### src/pcj_defines.svh
// constants for the port c/d test-port pin mux
// assumes inclusion by pcj_pkg and the mux modules
`ifndef PCJ_DEFINES_SVH
`define PCJ_DEFINES_SVH

`define PCJ_PIN_COUNT      7
// pin indices within the group
`define PCJ_IDX_C12        0
`define PCJ_IDX_D4         1
`define PCJ_IDX_D5         2
`define PCJ_IDX_D0         3
`define PCJ_IDX_D1         4
`define PCJ_IDX_D2         5
`define PCJ_IDX_D3         6
// function select reset value: 1 = alternate/test, 0 = general purpose
`define PCJ_ALT_RESET      7'h78
`define PCJ_DIR_RESET      7'h00
`define PCJ_OUT_RESET      7'h00
`define PCJ_SYNC_RESET     3'h7

`endif

### src/pcj_pkg.sv
// types for the port c/d test-port pin mux
// assumes pcj_defines.svh is on the include path
package pcj_pkg;
`include "pcj_defines.svh"

	typedef logic [`PCJ_PIN_COUNT-1:0] pcjPinVec_t;

	typedef struct packed {
		logic [2:0] tck;
		logic [2:0] tdi;
		logic [2:0] tms;
		logic       tdi_q;
		logic       tms_q;
		logic       tdoOut;
		logic       tdoDrv;
	} pcj_tap_t;

	typedef struct packed {
		pcjPinVec_t altSel;
		pcjPinVec_t dirOut;
		pcjPinVec_t outVal;
		pcjPinVec_t sync1;
		pcjPinVec_t sync2;
		pcjPinVec_t sync3;
		pcjPinVec_t inStable;
	} pcj_cfg_t;
endpackage

### src/pcj_test_port.sv
// test-port pin sampling: finds test clock edges, samples data and mode select,
// updates test data output on falling edges
// assumes the test clock is slow (160 ns) relative to clock
`include "pcj_defines.svh"
module pcj_test_port
	import pcj_pkg::*;
(
	input  wire logic clock,
	input  wire logic reset_n,
	input  wire logic tckPin,
	input  wire logic tdiPin,
	input  wire logic tmsPin,
	input  wire logic tapShiftState,
	input  wire logic tapSerialOut,
	output logic      tckRise,
	output logic      tdiSample,
	output logic      tmsSample,
	output logic      tdoOut,
	output logic      tdoDrive
);
	pcj_tap_t s_q;
	pcj_tap_t s_d;
	logic     rise;
	logic     fall;

	// edges come from stages two and three only
	assign rise = s_q.tck[1] & ~s_q.tck[2];
	assign fall = ~s_q.tck[1] & s_q.tck[2];

	always_comb begin
		s_d = s_q;
		s_d.tck = {s_q.tck[1:0], tckPin};
		s_d.tdi = {s_q.tdi[1:0], tdiPin};
		s_d.tms = {s_q.tms[1:0], tmsPin};
		if (rise) begin
			s_d.tdi_q = s_q.tdi[1];
			s_d.tms_q = s_q.tms[1];
		end
		if (fall) begin
			s_d.tdoOut = tapSerialOut;
			s_d.tdoDrv = tapShiftState;
		end
	end

	always_ff @(posedge clock) begin
		if (!reset_n) begin
			s_q <= '0;
			s_q.tck <= `PCJ_SYNC_RESET;
			s_q.tdi <= `PCJ_SYNC_RESET;
			s_q.tms <= `PCJ_SYNC_RESET;
			s_q.tdi_q <= 1'b1;
			s_q.tms_q <= 1'b1;
		end else begin
			s_q <= s_d;
		end
	end

	assign tckRise   = rise;
	assign tdiSample = s_q.tdi_q;
	assign tmsSample = s_q.tms_q;
	assign tdoOut    = s_q.tdoOut;
	assign tdoDrive  = s_q.tdoDrv;
endmodule

### src/pcj_pin_mux.sv
// pin mux for port c pin twelve, port d pins zero to five and the test port
// Operation
// each pin is independently input or output when general purpose is selected
// port c pin twelve resets to general purpose; alternate is converter b input four
// port d pin four resets to general purpose; alternate is crystal input
// port d pin five resets to general purpose; alternates crystal output, clock input
// general purpose pins are inputs with driver off during reset
// test data input pin resets to test function
// test data input sampled on each rising test clock edge
// test data output driven only in shift-ir or shift-dr
// test data output updates on each falling test clock edge
// test data output floats during reset, test function after reset
// test clock pin resets to test function, probe gates the clock
// mode select resets to test function, sampled on rising test clock
// alternate function choice comes from the system integration unit settings
// function selects are synchronous bits reset to defaults, changed by writes only
// assumes the system integration unit drives the select write port and
// the test-access-port controller sits outside this block
`include "pcj_defines.svh"
module pcj_pin_mux
	import pcj_pkg::*;
(
	input  wire logic       clock,
	input  wire logic       reset_n,
	// system integration unit function-select write
	input  wire logic       altSelWrite,
	input  wire pcjPinVec_t altSelData,
	// port software: direction and output value
	input  wire logic       dirWrite,
	input  wire pcjPinVec_t dirData,
	input  wire logic       outWrite,
	input  wire pcjPinVec_t outData,
	output pcjPinVec_t      altSelState,
	output pcjPinVec_t      dirState,
	output pcjPinVec_t      portInput,
	// pads: in, out, output enable (low = drive)
	input  wire pcjPinVec_t padIn,
	output pcjPinVec_t      padOut,
	output pcjPinVec_t      padOe_n,
	// analog and clock routing enables
	output logic            converterBInputFourEn,
	output logic            crystalInputEn,
	output logic            crystalOutputEn,
	// test-access-port controller side
	input  wire logic       tapShiftState,
	input  wire logic       tapSerialOut,
	output logic            tapClockRise,
	output logic            tapDataIn,
	output logic            tapModeSelect
);
	pcj_cfg_t   c_q;
	pcj_cfg_t   c_d;
	logic       tdoOut;
	logic       tdoDrive;

	////////////////////////////////////////////////////////////////////////////
	// configuration registers
	always_comb begin
		c_d = c_q;
		if (altSelWrite)
			c_d.altSel = altSelData; // see R13
		if (dirWrite)
			c_d.dirOut = dirData;
		if (outWrite)
			c_d.outVal = outData;
		// input synchronisers; a change counts once stages two and three agree
		c_d.sync1    = padIn;
		c_d.sync2    = c_q.sync1;
		c_d.sync3    = c_q.sync2;
		c_d.inStable = (c_q.sync2 & c_q.sync3) | (c_q.inStable & (c_q.sync2 | c_q.sync3));
	end

	always_ff @(posedge clock) begin
		if (!reset_n) begin
			c_q.altSel <= `PCJ_ALT_RESET; // see R02 see R03 see R04 see R06 see R11 see R12
			c_q.dirOut <= `PCJ_DIR_RESET;
			c_q.outVal <= `PCJ_OUT_RESET;
			c_q.sync1    <= '0;
			c_q.sync2    <= '0;
			c_q.sync3    <= '0;
			c_q.inStable <= '0;
		end else begin
			c_q <= c_d;
		end
	end

	////////////////////////////////////////////////////////////////////////////
	// test port
	pcj_test_port u_test_port (
		.clock         (clock),
		.reset_n       (reset_n),
		.tckPin        (padIn[`PCJ_IDX_D2]),
		.tdiPin        (padIn[`PCJ_IDX_D0]),
		.tmsPin        (padIn[`PCJ_IDX_D3]),
		.tapShiftState (tapShiftState),
		.tapSerialOut  (tapSerialOut),
		.tckRise       (tapClockRise),
		.tdiSample     (tapDataIn),
		.tmsSample     (tapModeSelect),
		.tdoOut        (tdoOut),
		.tdoDrive      (tdoDrive)
	);

	////////////////////////////////////////////////////////////////////////////
	// pad drive; outputs stay registered-only, gated by select
	// reset clears direction bits and the tdo drive flag, so drivers stay off throughout
	always_comb begin
		for (int i = 0; i < `PCJ_PIN_COUNT; i++) begin
			padOut[i]  = c_q.outVal[i];
			padOe_n[i] = ~(c_q.dirOut[i] & ~c_q.altSel[i]); // see R01
		end
		// tdo: floats unless shifting, floats in reset since shift flag resets low
		padOut[`PCJ_IDX_D1] = c_q.altSel[`PCJ_IDX_D1] ? tdoOut : c_q.outVal[`PCJ_IDX_D1];
		if (c_q.altSel[`PCJ_IDX_D1])
			padOe_n[`PCJ_IDX_D1] = ~tdoDrive; // see R08
	end

	assign portInput   = c_q.inStable & ~c_q.altSel;
	assign altSelState = c_q.altSel;
	assign dirState    = c_q.dirOut;

	assign converterBInputFourEn = c_q.altSel[`PCJ_IDX_C12];
	assign crystalInputEn        = c_q.altSel[`PCJ_IDX_D4];
	assign crystalOutputEn       = c_q.altSel[`PCJ_IDX_D5];
endmodule

### config.mk
export PLATFORM = sky130hd
export DESIGN_NAME = pcj_pin_mux
export DESIGN_NICKNAME = d
export VERILOG_FILES = /design/src/pcj_pkg.sv /design/src/pcj_test_port.sv /design/src/pcj_pin_mux.sv
export VERILOG_INCLUDE_DIRS = /design/src
export SDC_FILE = /design/constraint.sdc
export NUM_CORES = 1
export LEC_CHECK = 0
export BUFFER_PORTS_ARGS = -buffer_cell sky130_fd_sc_hd__buf_2
export CAP_MARGIN = 20
export CORE_UTILIZATION = 40
export DETAILED_ROUTE_END_ITERATION = 10
export GPL_TIMING_DRIVEN = 0
export PLACE_DENSITY = 0.69
export SLEW_MARGIN = 0
export SYNTH_ARGS = -nofsm -noshare
export SYNTH_HDL_FRONTEND = slang
export SYNTH_SLANG_ARGS = --single-unit
### constraint.sdc
create_clock -name clock -period 0.8 [get_ports clock]
set_input_delay 0.16 -clock clock [delete_from_list [all_inputs] [get_ports clock]]
set_output_delay 0.16 -clock clock [all_outputs]
set_load 0.01 [all_outputs]
# --- Word level (Yosys, flattened, before mapping) ---
# Cells that the tools add are included.
totals:
  latch_bits: 0
  memories: 0
  reg_bits: 60
  mem_bits_ro: 0
  wordCells: 48
  ram_bits: 0
classes:
  mux: 2
  n_shift: 0
  bitwise_logic: 32
  div_mod_pow: 0
  add_sub_neg: 0
  n_eq_ne: 0
  reduce_logical: 0
  magnitude_cmp: 0
  multipliers: 0
op_table:
  columns: ["op", "n"]
  rows:
  - ["$and 7x7->7", 3]
  - ["$not 1->1", 17]
  - ["$or 7x7->7", 2]
  - ["$and 1x1->1", 9]
  - ["$not 7->7", 1]
  - ["$mux 1", 2]

# --- Logic depth before layout (Yosys ltp) ---
depth:
  ltp_word: 4
  depth_mapped: 3
  depth_no_buf: 2

# --- Cells and area by module ---
# Synthesis repeated with hierarchy kept, for this count alone.
hier_totals:
  hier_cells: 209
  hier_area_um2: 2243.4
by_module_without_submodules:
  columns: ["mod", "seq_area_each_um2", "cells_per_inst", "area_each_um2", "n_inst"]
  rows:
  - ["pcj_pin_mux", 980.9, 176, 1870.5, 1]
  - ["pcj_test_port", 220.2, 33, 372.9, 1]

# --- Least setup slack after synthesis ---
# Ideal clock, no wire load.
synth_timing:
  kind: "register to output"
  startpoint: "register c_q, in the netlist altSelState[4]"
  endpoint: "output padOut[4]"
  n_path_buf: 0
  path_stages_with_launch: 2
  arrival_ns: 0.747
  setup_slack_ns: -0.107
  cell_sequence: "dfxtp_1 mux2_2"
synth_via:
  elab_chain_cells: 1
synth_rtl:
  columns: ["element", "line_no", "rtl"]
  rows:
  - ["start, declared", "pcj_pin_mux.sv:51", "pcj_cfg_t c_q;"]
  - ["$mux 1", "pcj_pin_mux.sv:113", "padOut[`PCJ_IDX_D1] = c_q.altSel[`PCJ_IDX_D1] ? tdoOut : c_q.outVal[`PCJ_IDX_D1];"]
  - ["end, declared", "pcj_pin_mux.sv:38", "output pcjPinVec_t padOut,"]
# Every way passes these cells.

# --- Worst setup path in the final report ---
# Same ends and word-level chain as after synthesis.

==> results.sh <==
export IMPL_layout_commonest_cell="buf_6"
export IMPL_clock_root_buffer="clkbuf_8"
export IMPL_ios=76
export IMPL_finClkSkew_ns=0.00219
export IMPL_synth_edff_count=0
export IMPL_hold_path_depth=2
export IMPL_syn_area_um2=2260
export IMPL_ff2ff_path_depth=2
export IMPL_dpl_cell_count=353
export IMPL_setup_violations=46
export IMPL_ys_flop_type="dfxtp_1"
export IMPL_ant_nets=0
export IMPL_critPathCaptureType="primary output"
export IMPL_cpPeakStageDelay_ns=0.37
export IMPL_worst_path_max_fanout=4
export IMPL_yosysWarnings=0
export IMPL_antenna_found_initial=0
export IMPL_core_area_um2=5470
export IMPL_syn_to_final_growth_pct=47.5
export IMPL_fin_ws_ns=-0.471
export IMPL_vias=1630
export IMPL_max_cap_viol_count=0
export IMPL_globalRouteTotalUtil=0.160
export IMPL_fin_crit_ns=1.27
export IMPL_clock_latency_ns=0.32
export IMPL_fmax_ghz=0.787
export IMPL_numCtsBuffers=9
export IMPL_irDropWorstVdd_uv=1080
export IMPL_cp_num_buf_inv=1
export IMPL_die_area_um2=5950
export IMPL_worstHoldStart="padIn[5]"
export IMPL_cts_tree="built"
export IMPL_tns_ns=-10.12
export IMPL_layout_common_cells="buf_6 (54), buf_2 (38), dfxtp_1 (31)"
export IMPL_dr_first_iter_drc_count=32
export IMPL_grt_pass1_wl_um=7200
export IMPL_synthCells=209
export IMPL_grt_pass1_vias=1652
export IMPL_slowest_stage="dfxtp_4"
export IMPL_synthArstFlopShare=0
export IMPL_die_x_um=77.2
export IMPL_r2r_end="dirState[0]$_SDFFE_PN0P_"
export IMPL_path_cells="mux2_4 -> buf_6"
export IMPL_synth_avg_cell_area_um2=10.8
export IMPL_grt_start_max_net_pins=11
export IMPL_worstHoldEndpoint="u_test_port.s_d[11]$_SDFF_PN1_"
export IMPL_drv_slew=0
export IMPL_final_layout_size_suffix_gt1_frac=0.550
export IMPL_powerDensity_nw_per_um2=2070
export IMPL_leakage_nw=1.56
export IMPL_htreeDepth=3
export IMPL_layout_nets=328
export IMPL_std_cell_rows=27
export IMPL_violations="setup timing"
export IMPL_clkSinkCount=60
export IMPL_io_buffers=72
export IMPL_vias_per_cell=4.41
export IMPL_finalWirelength_um=4400
export IMPL_fin_crit_sh=1.59
export IMPL_clk_pin_slew_ns=0.06
export IMPL_cts_path_max_buffers=2
export IMPL_ys_seq_area_frac=0.532
export IMPL_dr_pass1_iters=4
export IMPL_cts_hold_buffers=0
export IMPL_slew_headroom=0.880
export IMPL_reg2reg_slack_ns=-0.04
export IMPL_synth_cell_types=19
export IMPL_dp_hpwl_um=2900
export IMPL_worstPathRequired_ns=0.64
export IMPL_syn_num_nets=244
export IMPL_initial_core_util=0.413
export IMPL_hold_worst_slack_ns=0.0246
export IMPL_wl_per_cell_um=11.9
export IMPL_crit_type="reg -> out"
export IMPL_hold_class="in -> reg"
export IMPL_rsz0062_at_grt="yes"
export IMPL_max_slew_worst_pin_slew_ns=0.174
export IMPL_crit_family="flip-flops"
export IMPL_grt_overflow=0
export IMPL_synth_seq_cells=60
export IMPL_r2r_start="dirState[0]$_SDFFE_PN0P_"
export IMPL_finalHoldViolCount=0
export IMPL_outcome="finished, violations left"
export IMPL_antenna_cells=0
export IMPL_drc=0
export IMPL_start_kind="flip-flop"
export IMPL_die_h_um=77.2
export IMPL_globalplace_congestion=0.750
export IMPL_fin_cells=370
export IMPL_crit_arrival_ns=1.11
==> through the flow <==
step	power [mW]	cell area [µm²]	util	worst slack (ns)
after detailed placement	3.85	2710	0.496	-0.189
after global placement	3.83	2710	0.496	-0.182
after floorplan	3.62	2260	-	-0.0605
after CTS	6.96	3300	0.602	-0.487
after global routing	7.18	3330	0.609	-0.504
final	6.89	3330	0.609	-0.471
==> cell usage after synthesis, types with 2 or more instances <==
cell type / number / area (µm²)
dfxtp_1: 60 / 1200
mux2i_1: 24 / 240
buf_4: 22 / 165
and2_1: 21 / 131
nor2b_1: 16 / 100
nand2_1: 15 / 56.3
nand2b_1: 11 / 68.8
and2b_2: 8 / 70.1
o21ai_0: 7 / 35.0
a21boi_0: 4 / 30.0
buf_6: 4 / 45.0
a21boi_1: 3 / 22.5
clkbuf_2: 3 / 15.0
and2b_1: 2 / 15.0
inv_1: 2 / 7.51
nand3b_1: 2 / 15.0
o211ai_1: 2 / 15.0
or2b_1: 2 / 15.0
==> cells by family after synthesis <==
logic type | share of synthesized area
AOI/OAI and AO/OA | 0.0454
buffers and inverters | 0.103
and+or+nand+nor | 0.209
muxes | 0.111
DFF | 0.532
==> metal layers <==
metal  GRT usage  routed length, µm  up-vias
met4       0.128                146        0
met3      0.0345                152       10
met1       0.157               1810      747
met5           0                  0        -
li1            -                  -      826
met2       0.287               2300       47
==> flip-flops by register name, summed over array words and instances (netlist names) <==
| signal | count |
|---|---|
| u_test_port.tdoDrive | 1 |
| u_test_port.tdiSample | 1 |
| padOut | 6 |
| dirState | 7 |
| u_test_port.tdoOut | 1 |
| u_test_port.s_q | 1 |
| c_d | 14 |
| u_test_port.s_d | 6 |
| u_test_port.tmsSample | 1 |
| altSelState | 7 |
| c_q | 15 |
==> worst max-delay path by stage <==
stage | slack (ns) | cells past startpoint | end | startpoint
6_report | -0.47 | 2 | padOut[4] | altSelState[4]$_SDFFE_PN1P_
5_1_grt | -0.50 | 2 | padOut[4] | altSelState[4]$_SDFFE_PN1P_
4_1_cts | -0.49 | 2 | padOut[4] | altSelState[4]$_SDFFE_PN1P_
3_5_place_dp | -0.19 | 2 | padOut[4] | altSelState[4]$_SDFFE_PN1P_
3_3_place_gp | -0.18 | 2 | padOut[4] | altSelState[4]$_SDFFE_PN1P_
2_1_floorplan | -0.06 | 1 | padOut[4] | altSelState[4]$_SDFFE_PN1P_
==> power by group <==
| group | internal [mW] | total [mW] | switching, mW |
|---|---|---|---|
| registers | 3.12 | 3.22 | 0.101 |
| logic | 0.482 | 0.736 | 0.254 |
| clock network | 1.84 | 2.93 | 1.10 |
==> layout make-up <==
cell class              count  area [µm²]
clock buffers              12         145
repair buffers             79         637
well taps                  72        90.1
flip-flops and latches     60        1250
inverters                   2        7.51
multi-input cells         118         901
clock inverters             4        72.6
plain buffers              23         229
fillers                   439        2140
==> what timing repair did <==
item	CTS	global route
setup endpoints to repair	43	55
cloned	0	0
pin swaps	0	3
buffers inserted	6	3
gates resized for setup	90	11
No activity file was read; power rests on OpenSTA's default activity.
